$ cat config.mk
export PLATFORM = sky130hd
export DESIGN_NAME = sba_segment_allocator
export DESIGN_NICKNAME = d
export VERILOG_FILES = /design/src/sba_pkg.sv /design/src/sba_segment_allocator.sv /design/src/sba_rst_sync.sv /design/src/sba_find_free.sv
export SDC_FILE = /design/constraint.sdc
export NUM_CORES = 2
export LEC_CHECK = 0
export ABC_AREA = 0
export BUFFER_PORTS_ARGS = -buffer_cell sky130_fd_sc_hd__clkbuf_2
export CAP_MARGIN = 25
export CORE_AREA = 2 2 310 312
export DETAILED_ROUTE_END_ITERATION = 7
export DIE_AREA = 0 0 312 314
export GPL_TIMING_DRIVEN = 0
export PLACE_DENSITY = 0.77
export SYNTH_ARGS = -nofsm -noshare
export SYNTH_HDL_FRONTEND = slang
export SYNTH_HIERARCHICAL = 1
export SYNTH_SLANG_ARGS = --single-unit
$ cat constraint.sdc
create_clock -name clock -period 42.1 [get_ports clock]
set_input_delay 0 -clock clock [delete_from_list [all_inputs] [get_ports clock]]
set_output_delay 0 -clock clock [all_outputs]
set_load 0.005 [all_outputs]
$ cat src/sba_pkg.sv
// shared constants, types and address helpers for the segment buffer allocator
package sba_pkg;
  // ****************************************
  // buffer geometry
  // ****************************************
  localparam int SEG_SHIFT = 7;
  localparam int RAM_SEGS = 1024;
  localparam int SHORT_TAGS = 128;
  localparam int LONG_TAGS = 64;
  localparam int SHORT_MAX_SEGS = 4;
  localparam int LONG_MAX_SEGS = 16;
  localparam logic [15:0] SHORT_MAX_LEN = 16'h0200;
  localparam logic [15:0] LONG_MAX_LEN = 16'h0800;
  localparam logic [16:0] SEG_ROUND = 17'h0007f;
  localparam logic [10:0] FREE_SEGS_RESET = 11'h400;
  // ****************************************
  // command codes and results
  // ****************************************
  localparam logic [15:0] CMD_ACQ_LARGE = 16'h5000;
  localparam logic [15:0] CMD_FREE_WHOLE = 16'h5001;
  localparam logic [15:0] CMD_FREE_TAIL = 16'h5002;
  localparam logic [15:0] CMD_ACQ_SMALL = 16'h5006;
  localparam logic [2:0] RES_OK = 3'h0;
  localparam logic [2:0] RES_INVALID = 3'h2;
  localparam logic [2:0] RES_NOBUF = 3'h3;
  localparam logic [2:0] RES_FREED = 3'h4;
  localparam int DONE_BIT = 29;
  // ****************************************
  // logical address layout
  // ****************************************
  localparam logic [4:0] ADDR_TOP = 5'h01;
  localparam logic [2:0] LONG_SEL = 3'h4;
  localparam logic [1:0] SHORT_SEL = 2'h0;
  localparam int TAG_LO = 18;
  // ****************************************
  // register offsets (byte addresses)
  // ****************************************
  localparam logic [4:0] OFF_CMD = 5'h00;
  localparam logic [4:0] OFF_ARG1 = 5'h04;
  localparam logic [4:0] OFF_ARG2 = 5'h08;
  localparam logic [4:0] OFF_RESULT = 5'h0c;
  localparam logic [4:0] OFF_RETADDR = 5'h10;
  localparam logic [4:0] OFF_EDC = 5'h14;
  localparam int EDC_ENABLE_BIT = 0;
  localparam logic EDC_RESET = 1'b0;

  typedef enum logic [1:0] {REG_NONE, REG_SHORT, REG_LONG} sba_region_t;
  typedef enum logic {ST_IDLE, ST_EXEC} sba_state_t;

  function automatic sba_region_t sba_region(input logic [31:0] a);
    if (a[31:27] != ADDR_TOP) return REG_NONE;
    else if (a[26:24] == LONG_SEL) return REG_LONG;
    else if (a[26:25] == SHORT_SEL) return REG_SHORT;
    else return REG_NONE;
  endfunction : sba_region

  function automatic logic [6:0] sba_tag(input logic [31:0] a, input sba_region_t r);
    if (r == REG_LONG) return {1'b0, a[TAG_LO+5:TAG_LO]};
    else return a[TAG_LO+6:TAG_LO];
  endfunction : sba_tag

  function automatic logic [31:0] sba_lane(input logic [31:0] old, input logic [31:0] d,
                                           input logic [3:0] be);
    logic [31:0] r;
    r = old;
    for (int i = 0; i < 4; i++) if (be[i]) r[8*i+:8] = d[8*i+:8];
    return r;
  endfunction : sba_lane
endpackage : sba_pkg

$ cat src/sba_segment_allocator.sv
// segment buffer allocator: command engine, segment tables, ram access check
// Behaviour
// - short buffer uses at most four segments, long at most sixteen.
// - acquisition size given in bytes, any value; start address returned.
// - at most 128 short, 64 long buffers; total never beyond 128 Kbytes.
// - long buffers start from 0c000000h, short buffers from 08000000h.
// - short start address carries tag in bits 24..18, offset zero.
// - long start address carries tag in bits 23..18, offset zero.
// - whole release by start address frees every segment of the buffer.
// - tail return frees from the given byte address to buffer end.
// - after reset nothing is allocated; ram access denied until acquired.
// - an invalid argument reports the invalid-command code in the result.
// - long acquire code 5000h, length 1..2048, argument bits 23..16 zero.
// - short acquire code 5006h, length 1..512.
// - result in bits 2..0, bit 29 completion, other bits zero.
// - long address: 00001b, 100b, tag bits 23..18, zeros below.
// - short address: 00001b, 00b, tag bits 24..18, zeros below.
// - release code 5001h; 11b means no buffer there, address returns zero.
// - return code 5002h; three-bit result incl. 011b undefined, 100b freed.
// - buffers are chains of 128-byte segments addressed continuously.
// - a write to unacquired ram raises the violation output.
//
// Implementation choices: the address map and the Avalon-MM register port.
`timescale 1ns/100ps
module sba_segment_allocator
  import sba_pkg::*;
(
  // clock and reset
  input wire logic clock,
  input wire logic resetn,
  // avalon-mm slave
  input wire logic [4:0] address,
  input wire logic read,
  input wire logic write,
  input wire logic [31:0] writedata,
  input wire logic [3:0] byteenable,
  output logic [31:0] readdata,
  output logic waitrequest,
  // dma command port
  input wire logic dmaReq,
  input wire logic [15:0] dmaCode,
  input wire logic [31:0] dmaArg1,
  input wire logic [31:0] dmaArg2,
  output logic dmaAck,
  output logic [2:0] dmaResult,
  output logic [31:0] dmaAddr,
  // buffer ram access check
  input wire logic ramValid,
  input wire logic ramWrite,
  input wire logic [31:0] ramAddr,
  output logic ramGrant,
  output logic ramWrViolation,
  // ecc control
  output logic eccEnable
);
  // ****************************************
  // reset, bus decode
  // ****************************************
  logic rstN;
  sba_rst_sync u_rst (.clock(clock), .resetn(resetn), .rstN(rstN));

  logic [31:0] commandCode, firstArg, secondArg, resultWord, retAddr;
  logic cpuPend, lastCpu, cCpu;
  logic [15:0] cCode;
  logic [31:0] cA1, cA2;
  sba_state_t state;
  logic [2:0] shortCnt [SHORT_TAGS];
  logic [4:0] longCnt [LONG_TAGS];
  logic [10:0] freeSegs;

  wire busFirst = (read | write) & waitrequest;
  wire busTake = (read | write) & ~waitrequest;
  wire wrCmd = busTake & write & (address == OFF_CMD);
  wire wrArg1 = busTake & write & (address == OFF_ARG1);
  wire wrArg2 = busTake & write & (address == OFF_ARG2);
  wire wrEdc = busTake & write & (address == OFF_EDC);
  logic [31:0] rdMux;
  always_comb begin
    if (address == OFF_CMD) rdMux = commandCode;
    else if (address == OFF_ARG1) rdMux = firstArg;
    else if (address == OFF_ARG2) rdMux = secondArg;
    else if (address == OFF_RESULT) rdMux = resultWord;
    else if (address == OFF_RETADDR) rdMux = retAddr;
    else if (address == OFF_EDC) rdMux = {31'h0, eccEnable};
    else rdMux = 32'h0;
  end

  // ****************************************
  // occupancy and free-tag search
  // ****************************************
  logic [SHORT_TAGS-1:0] shortBusy;
  logic [LONG_TAGS-1:0] longBusy;
  for (genvar g = 0; g < SHORT_TAGS; g++) begin : g_sb
    assign shortBusy[g] = (shortCnt[g] != 3'h0);
  end
  for (genvar g = 0; g < LONG_TAGS; g++) begin : g_lb
    assign longBusy[g] = (longCnt[g] != 5'h0);
  end
  logic shortFound, longFound;
  logic [6:0] shortIdx;
  logic [5:0] longIdx;
  sba_find_free #(.N(SHORT_TAGS), .W(7)) u_sfree (
    .busy(shortBusy), .found(shortFound), .idx(shortIdx));
  sba_find_free #(.N(LONG_TAGS), .W(6)) u_lfree (
    .busy(longBusy), .found(longFound), .idx(longIdx));

  // ****************************************
  // arbitration
  // ****************************************
  wire dmaWant = dmaReq & ~dmaAck;
  wire pickCpu = (state == ST_IDLE) & cpuPend & (~dmaWant | ~lastCpu);
  wire pickDma = (state == ST_IDLE) & dmaWant & ~pickCpu;

  // ****************************************
  // command evaluation
  // ****************************************
  wire sba_region_t rg1 = sba_region(cA1);
  wire [6:0] tg1 = sba_tag(cA1, rg1);
  wire [4:0] cnt1 = (rg1 == REG_LONG) ? longCnt[tg1[5:0]] : {2'h0, shortCnt[tg1]};
  wire [15:0] len = cA1[15:0];
  wire [16:0] lenSum = {1'b0, len} + SEG_ROUND;
  wire [4:0] need = lenSum[11:7];
  wire [17:0] off = cA2[17:0];
  wire [18:0] offSum = {1'b0, off} + {2'h0, SEG_ROUND};
  wire [4:0] keep = offSum[11:7];
  wire offPast = {1'b0, off} >= {7'h0, cnt1, 7'h0};

  logic [2:0] eRes;
  logic [31:0] eAddr;
  logic tWr, tLong;
  logic [6:0] tTag;
  logic [4:0] tCnt;
  logic [10:0] next_freeSegs;
  always_comb begin
    eRes = RES_INVALID;
    eAddr = 32'h0;
    tWr = 1'b0;
    tLong = 1'b0;
    tTag = tg1;
    tCnt = 5'h0;
    next_freeSegs = freeSegs;
    case (cCode)
      CMD_ACQ_LARGE: begin
        if (len == 16'h0 || len > LONG_MAX_LEN || cA1[23:16] != 8'h0) begin
          eRes = RES_INVALID;
        end else if (!longFound || {6'h0, need} > freeSegs) begin
          eRes = RES_NOBUF;
        end else begin
          eRes = RES_OK;
          eAddr = {ADDR_TOP, LONG_SEL, longIdx, 18'h0};
          tWr = 1'b1;
          tLong = 1'b1;
          tTag = {1'b0, longIdx};
          tCnt = need;
          next_freeSegs = freeSegs - {6'h0, need};
        end
      end
      CMD_ACQ_SMALL: begin
        if (len == 16'h0 || len > SHORT_MAX_LEN) begin
          eRes = RES_INVALID;
        end else if (!shortFound || {6'h0, need} > freeSegs) begin
          eRes = RES_NOBUF;
        end else begin
          eRes = RES_OK;
          eAddr = {ADDR_TOP, SHORT_SEL, shortIdx, 18'h0};
          tWr = 1'b1;
          tTag = shortIdx;
          tCnt = need;
          next_freeSegs = freeSegs - {6'h0, need};
        end
      end
      CMD_FREE_WHOLE: begin
        if (rg1 == REG_NONE) begin
          eRes = RES_INVALID;
        end else if (cnt1 == 5'h0 || cA1[17:0] != 18'h0) begin
          eRes = RES_NOBUF;
        end else begin
          eRes = RES_OK;
          tWr = 1'b1;
          tLong = (rg1 == REG_LONG);
          next_freeSegs = freeSegs + {6'h0, cnt1};
        end
      end
      CMD_FREE_TAIL: begin
        if (rg1 == REG_NONE || cA2[31:18] != cA1[31:18]) begin
          eRes = RES_INVALID;
        end else if (cnt1 == 5'h0 || cA1[17:0] != 18'h0) begin
          eRes = RES_NOBUF;
        end else if (offPast) begin
          eRes = RES_FREED;
        end else begin
          eRes = RES_OK;
          tWr = 1'b1;
          tLong = (rg1 == REG_LONG);
          tCnt = keep;
          next_freeSegs = freeSegs + {6'h0, cnt1 - keep};
        end
      end
      default: eRes = RES_INVALID;
    endcase
  end

  // ****************************************
  // engine and tables
  // ****************************************
  always_ff @(posedge clock or negedge rstN) begin
    if (!rstN) begin
      state <= ST_IDLE;
      cCpu <= 1'b0;
      lastCpu <= 1'b0;
      cCode <= 16'h0;
      cA1 <= 32'h0;
      cA2 <= 32'h0;
    end else if (state == ST_EXEC) begin
      state <= ST_IDLE;
    end else if (pickCpu || pickDma) begin
      state <= ST_EXEC;
      cCpu <= pickCpu;
      lastCpu <= pickCpu;
      cCode <= pickCpu ? commandCode[15:0] : dmaCode;
      cA1 <= pickCpu ? firstArg : dmaArg1;
      cA2 <= pickCpu ? secondArg : dmaArg2;
    end
  end

  always_ff @(posedge clock or negedge rstN) begin
    if (!rstN) begin
      for (int i = 0; i < SHORT_TAGS; i++) shortCnt[i] <= 3'h0;
      for (int i = 0; i < LONG_TAGS; i++) longCnt[i] <= 5'h0;
      freeSegs <= FREE_SEGS_RESET;
    end else if (state == ST_EXEC && tWr) begin
      if (tLong) longCnt[tTag[5:0]] <= tCnt;
      else shortCnt[tTag] <= tCnt[2:0];
      freeSegs <= next_freeSegs;
    end
  end

  // ****************************************
  // register file and dma answer
  // ****************************************
  always_ff @(posedge clock or negedge rstN) begin
    if (!rstN) begin
      waitrequest <= 1'b1;
      readdata <= 32'h0;
      commandCode <= 32'h0;
      firstArg <= 32'h0;
      secondArg <= 32'h0;
      eccEnable <= EDC_RESET;
    end else begin
      waitrequest <= ~busFirst;
      if (busFirst) readdata <= rdMux;
      if (wrCmd) commandCode <= {16'h0, writedata[15:0]};
      if (wrArg1) firstArg <= sba_lane(firstArg, writedata, byteenable);
      if (wrArg2) secondArg <= sba_lane(secondArg, writedata, byteenable);
      if (wrEdc && byteenable[0]) eccEnable <= writedata[EDC_ENABLE_BIT];
    end
  end

  wire cpuDone = (state == ST_EXEC) & cCpu;
  always_ff @(posedge clock or negedge rstN) begin
    if (!rstN) begin
      cpuPend <= 1'b0;
      resultWord <= 32'h0;
      retAddr <= 32'h0;
    end else begin
      if (wrCmd) cpuPend <= 1'b1;
      else if (pickCpu) cpuPend <= 1'b0;
      if (wrCmd) resultWord <= 32'h0;
      else if (cpuDone) resultWord <= {2'h0, 1'b1, 26'h0, eRes};
      if (cpuDone) retAddr <= eAddr;
    end
  end

  always_ff @(posedge clock or negedge rstN) begin
    if (!rstN) begin
      dmaAck <= 1'b0;
      dmaResult <= 3'h0;
      dmaAddr <= 32'h0;
    end else begin
      dmaAck <= (state == ST_EXEC) & ~cCpu;
      if ((state == ST_EXEC) && !cCpu) begin
        dmaResult <= eRes;
        dmaAddr <= eAddr;
      end
    end
  end

  // ****************************************
  // ram access check
  // ****************************************
  wire sba_region_t rgR = sba_region(ramAddr);
  wire [6:0] tgR = sba_tag(ramAddr, rgR);
  wire [4:0] cntR = (rgR == REG_LONG) ? longCnt[tgR[5:0]] : {2'h0, shortCnt[tgR]};
  wire ramHit = (rgR != REG_NONE) && ({6'h0, cntR} > ramAddr[17:7]);
  always_ff @(posedge clock or negedge rstN) begin
    if (!rstN) begin
      ramGrant <= 1'b0;
      ramWrViolation <= 1'b0;
    end else begin
      ramGrant <= ramValid & ramHit;
      ramWrViolation <= ramValid & ramWrite & ~ramHit;
    end
  end

  wire [31:0] gotAddr = cCpu ? retAddr : dmaAddr;
  wire [2:0] gotRes = cCpu ? resultWord[2:0] : dmaResult;
endmodule : sba_segment_allocator

$ cat src/sba_rst_sync.sv
// two-stage release synchroniser for the asynchronous reset
`timescale 1ns/100ps
module sba_rst_sync (
  // clock and raw reset
  input wire logic clock,
  input wire logic resetn,
  // synchronised reset
  output logic rstN
);
  logic stage1;

  always_ff @(posedge clock or negedge resetn) begin
    if (!resetn) begin
      stage1 <= 1'b0;
      rstN <= 1'b0;
    end else begin
      stage1 <= 1'b1;
      rstN <= stage1;
    end
  end
endmodule : sba_rst_sync

$ cat src/sba_find_free.sv
// lowest free identifier finder
`timescale 1ns/100ps
module sba_find_free #(
  parameter int N = 128,
  parameter int W = 7
) (
  // occupancy
  input wire logic [N-1:0] busy,
  // lowest free entry
  output logic found,
  output logic [W-1:0] idx
);
  always_comb begin
    found = 1'b0;
    idx = '0;
    for (int i = N - 1; i >= 0; i--) begin
      if (!busy[i]) begin
        found = 1'b1;
        idx = W'(i);
      end
    end
  end
endmodule : sba_find_free

Yosys cells after proc, flatten, opt, wreduce, memory -nomap -nowiden
Cells that the tools add are included.
W data, S select, Z words.

cells by class
  $lt $le $gt $ge = 13
  eq/ne operators = 25
  reductions and logical operators = 233
  $add $sub $neg = 6
  bitwise gates (word level) = 34
  muxes and demuxes = 481

operator list
  cell                     count
  $mux W7                  134
  $bwmux W384              1
  $mux W6                  64
  $reduce_bool A3 Y1       128
  $bwmux W320              1
  $reduce_bool A5 Y1       64
  $mux W32                 9
  $mux W1                  213
  $mux W28                 4
  $mux W11                 9
  $mux W5                  14
  $eq A16 B15 Y1 const B   4
  $bmux W5 S6              2
  $pmux W28 S2             1
  $pmux W11 S4             1
  $bmux W3 S7              2
  $demux W5 S6             1
  $add A12 B7 Y12 const B  2
  $ge A8 B8 Y1 const B     3
  $mux W3                  8
  $not A7 Y8               3
  $add A11 B5 Y11          2
  $gt A5 B11 Y1            2
  $reduce_and A2 Y1        11
  other kinds (39)         109

word-level totals
  word-level logic and storage cells = 1012
  register bits after elaboration = 1016
  input bits = 160
  output and inout bits = 72

Depth between registers and ports, before layout
  word-level depth = 140
  mapped depth = 27
  depth with buffers taken out = 21

Modules after synthesis
Netlist, hierarchy kept.

by module, submodules not included
  module                    seq. area each (um^2)  instances  area an instance (um^2)  cells an instance
  sba_segment_allocator     23525.1                1          53696.5                  4248
  sba_find_free at u_sfree  0.0                    1          1617.8                   301
  sba_find_free at u_lfree  0.0                    1          818.3                    144
  sba_rst_sync              50.0                   1          53.8                     3

Least setup slack after synthesis
No wires, ideal clock.

  path kind = reg2reg
  start = reg cA1[18]
  end = reg shortCnt[144] (netlist bit)
  arrival time = 4.845 ns
  stages on the path, launching flop included = 24
  setup time = 0.125 ns
  path slack = 37.130 ns
  data required time = 41.975 ns
  period minus slack after synthesis = 4.970 ns
  buffers on the path = 5
  cell sequence = dfrtp_1 -> buf_4 -> buf_6 -> buf_6 -> buf_4 -> mux2i_1 -> o211ai_1 -> or4_1 -> and4_1 -> a21oi_1 -> a21oi_1 -> inv_1 -> ha_1 -> and3_1 -> nand2_1 -> o2111ai_1 -> or3_1 -> nor4_1 -> a211oi_1 -> nor2_1 -> nand2_1 -> clkbuf_1 -> nor3_1 -> mux2_2

on the way
  cells in the longest elaborated chain, start to end = 13
  elaborated cells between the ends (all ways) = 50
  classes of those cells = order compare (3); eq/ne (1); mux (34); bitwise (4); reduce/logical (8)

ends and longest elaborated chain
  item                                                                           line                                                                                      text
  start, declared                                                                sba_segment_allocator.sv:65                                                               logic [31:0] cA1, cA2;
  start signal, assigned                                                         sba_segment_allocator.sv:221                                                              cA1 <= pickCpu ? firstArg : dmaArg1;
  $mux W7                                                                        sba_pkg.sv:58                                                                             if (r == REG_LONG) return {1'b0, a[TAG_LO+5:TAG_LO]};
  $not A7 Y8 (implied by the code) / $not A6 Y7 (equally long branches)          sba_segment_allocator.sv:119                                                              wire [4:0] cnt1 = (rg1 == REG_LONG) ? longCnt[tg1[5:0]] : {2'h0, shortCnt[tg1]};
  $bmux W3 S7 / $bmux W5 S6 (equally long branches)                              sba_segment_allocator.sv:119
  $mux W3 (implied by the code) / $mux W5 (equally long branches) (2 in series)  sba_segment_allocator.sv:119
  $mux W5                                                                        sba_segment_allocator.sv:119
  $ge A18 B12 Y1 / $logic_not A5 Y1 (equally long branches)                      sba_segment_allocator.sv:126, sba_segment_allocator.sv:175, sba_segment_allocator.sv:187
  $mux W1 / $logic_or A1 B1 Y1 (equally long branches)                           sba_segment_allocator.sv:189, sba_segment_allocator.sv:175, sba_segment_allocator.sv:187
  $mux W1, on equally long branches                                              sba_segment_allocator.sv:187, sba_segment_allocator.sv:175
  $mux W1, on equally long branches                                              sba_segment_allocator.sv:185, sba_segment_allocator.sv:173
  $pmux W1 S4 / $pmux W1 S3 (equally long branches)                              sba_segment_allocator.sv:142                                                              case (cCode)
  $logic_and A1 B1 Y1 / $not A1 Y1 (equally long branches)                       -
  $reduce_and A2 Y1 (no source line)                                             -
  end signal, assigned by index                                                  sba_segment_allocator.sv:233                                                              else shortCnt[tTag] <= tCnt[2:0];
  end, declared                                                                  sba_segment_allocator.sv:67                                                               logic [2:0] shortCnt [SHORT_TAGS];

Parallel ways exist; a longest one is shown, timed or not. The select of a mux whose other input is x is not followed.
A chain may end at the register's enable or synchronous reset.

Worst setup path after layout
  start = reg cA1[21]
  end = reg shortCnt[169] (netlist bit)

Same word-level chain as after synthesis.

==> flow_metrics.py <==
metrics = {
    "global_routing": {
        "grt.overflow.total": 0,
        "grt_max_degree": 72,
        "grt_pass1_vias": 49796,
        "grt_pass1_wl_mm": 374.6,
        "grt.total_usage": 0.5465,
        "antenna_found_initial": 30,
    },
    "die": {
        "rows": 113,
        "initial_core_util": 0.5949,
        "ios": 232,
        "die_h_um": 314,
        "die_w_um": 312,
        "die_area_mm2": 0.09797,
        "coreArea_mm2": 0.09445,
    },
    "setup_path": {
        "critical_path.endpoint_type": "flip-flop",
        "cp.required_ns": 42.73,
        "cp.arrival_ns": 9.61,
        "worstSetupPathType": "flip-flop to flip-flop",
        "critPathMaxFanout": 11,
        "critPathLaunchType": "flip-flop",
    },
    "routing": {
        "dr_total_vias": 51270,
        "routedWlPerCell_um": 40.48,
        "drt_wl_total_mm": 268.3,
        "drc": 17,
        "viasPerCell": 7.735,
        "drt-initial-drc-count": 8849,
        "first_pass_iters": 8,
        "ant_nets": 0,
    },
    "sta": {
        "grt_setup_unrepaired": "false",
        "skew_ns": 0.02527,
        "fin_setup_tns_ns": 0,
        "final.period_utilization": 0.2134,
        "maxSlewViolCount": 0,
        "fmax_mhz": 111.3,
        "finalSetupViolCount": 0,
        "hold_violations": 0,
        "tightestPinTransition_ns": 1.286,
        "final.min_clock_period_ns": 8.983,
        "hold_ws_ns": 0.05280,
        "max_slew_margin": 0.1427,
    },
    "hold_path": {
        "hp-class": "input pin to flip-flop",
    },
    "job": {
        "max-cap-violations": 0,
    },
    "yosys": {
        "ys_ff_latch": 942,
        "synth_cell_type_count": 110,
        "ys_seq_area_frac": 0.4196,
        "synth_largest_area_cell": "dfrtp_1",
        "synth_cells": 4696,
        "synth_edf_count": 0,
        "syn_area_mm2": 0.05619,
        "syn_avg_cell_area_um2": 11.96,
        "synth_ff_type": "dfrtp_1",
        "synth_top_area_frac": 0.4187,
        "ys_top_cells_by_count": "dfrtp_1 (940), mux2_2 (631), mux4_2 (381), nand2_1 (378), a21oi_1 (277)",
        "synthMostInstantiatedCell": "dfrtp_1",
        "synth_warnings": 6,
        "async_flop_share": 1.000,
        "yosys-top-cells-area": "dfrtp_1 (42%), mux4_2 (15%), mux2_2 (13%), mux2i_1 (3.1%), nand2_1 (2.5%)",
    },
    "pwr": {
        "irDropWorstVdd_uv": 49.79,
        "p_leak_nw": 29.90,
        "power.density_mw_per_mm2": 48.56,
    },
    "clock_tree": {
        "cts.root.buffer_cell": "clkbuf_16",
        "cts_made_buffers": 103,
        "cts_resized": 0,
        "htree_levels": 3,
        "clockBufferDepth": 3,
        "ctsHoldBuffers": 135,
        "clk-insertion-delay-late_ns": 0.76,
        "cts_tree": "done",
        "clk_pin_slew_ns": 0.07,
        "post-cts-setup-buffer-count": 0,
        "clock-sinks": 942,
    },
    "placed_design": {
        "place_congestion": 1.118,
        "port_buffers": 194,
        "place_area_mm2": 0.06032,
        "dp_hpwl_mm": 198.9,
    },
    "status": {
        "outcome": "finished, violations left",
        "violations": "DRC",
    },
    "cells_and_area": {
        "nets": 5439,
        "areaGrowthSynthToFinish_pct": 16.61,
        "layout-drive-gt1-share": 0.3172,
        "fillers": 6815,
        "fin_area_mm2": 0.06552,
    },
}
## layout make-up
type,count,area (um2),share of cell area
multi-input cells,3351,30710,0.4688
flip-flops and latches,942,23580,0.3599
repair buffers,429,3968,0.06056
clock buffers,146,3020,0.04610
plain buffers,353,1735,0.02649
well taps,1265,1583,0.02416
clock inverters,45,584.3,0.008919
inverters,72,270.3,0.004125
diodes,25,62.56,0.0009549
## cell usage in the layout, fill, tap and decap left out, drive strengths merged, types with 22 or more instances in the layout
| master | instances |
|---|---|
| dfrtp | 940 |
| a22oi | 27 |
| nor2b | 26 |
| a222oi | 22 |
| nand4 | 61 |
| nor3 | 171 |
| nor2 | 170 |
| mux4 | 381 |
| or3 | 170 |
| a21oi | 280 |
| mux2 | 679 |
| o21ai | 203 |
| ha | 24 |
| or4 | 25 |
| a31oi | 34 |
| clkbuf | 549 |
| dlygate4sd3 | 135 |
| inv | 75 |
| buf | 243 |
| nand3 | 59 |
| nor4 | 73 |
| conb | 24 |
| diode | 25 |
| mux2i | 177 |
| nand2 | 379 |
| clkinv | 26 |
## final timing paths
path,to,slack (ns),cells past startpoint,startpoint
setup / recovery,shortCnt[169],33.12,23,cA1[21]
hold / removal,secondArg[17],0.05,3,writedata[17]
setup reg to reg,shortCnt[169],33.12,23,cA1[21]
hold reg to reg,shortCnt[91],0.32,0,u_rst/rstN
max in group asynchronous,ramGrant,39.79,5,u_rst/rstN
min in group asynchronous,u_rst/rstN,0.13,3,resetn
## per-stage QoR
stage	instances	utilization	power, mW	worst slack, ns
after CTS	6590	0.6912	3.063	33.87
after detailed placement	6264	0.6387	2.089	33.90
after floorplan	4718	-	1.593	13.90
after global placement	6177	0.6228	2.047	3.091
after global routing	6606	0.6931	3.200	33.45
final	6628	0.6937	3.181	33.12
## flip-flops by register name (all words and copies together), names as in the netlist, 16 cells and up
name and count:
cA2 32, secondArg 32, cCode 16, longCnt 320
readdata 32, shortCnt 384, cA1 32, firstArg 32
commandCode 16
## layer usage
layer,vias up,GRT usage,routed length [um]
li1,19131,-,-
met1,25548,0.6608,89730
met4,22,0.4144,26320
met2,5039,0.7382,106300
met3,1530,0.2825,45670
met5,-,0.01161,304
## cell families (layout without fill, tap and decap cells)
| family | Yosys count | in the layout | synth area share |
|---|---|---|---|
| and+or+nand+nor | 1256 | 1256 | 0.1257 |
| other | 2 | 49 | 0.0001337 |
| AOI/OAI and AO/OA | 767 | 767 | 0.08605 |
| xor gates and xnor gates | 40 | 40 | 0.006235 |
| muxes | 1237 | 1237 | 0.3204 |
| buffers and inverters | 425 | 1045 | 0.03552 |
| DFF | 942 | 942 | 0.4196 |
| adders and majority gates | 27 | 27 | 0.006413 |
## power by group
part           total, mW  switching [mW]  internal, mW
clock network      0.987           0.418         0.569
logic               1.19           0.873         0.317
registers           1.00          0.0495         0.955
## worst max-delay path: stages (launching register included)
cell,delay (ns)
dfrtp_1,0.56
buf_2,0.42
inv_1,0.72
clkbuf_1,0.70
mux2i_1,0.26
a211oi_1,0.36
a21oi_1,0.30
o2bb2ai_1,0.32
a21oi_1,0.11
a21oi_1,0.56
inv_1,0.11
ha_1,0.29
and3_1,0.20
nand2_1,0.08
o2111ai_1,0.14
or3_1,0.55
nor4_1,0.31
a211oi_1,0.18
nor2_1,0.78
nand2_1,0.54
clkbuf_1,0.31
buf_8,0.21
nor3_1,0.38
mux2_2,0.40
(Power assumes the default switching activity.)
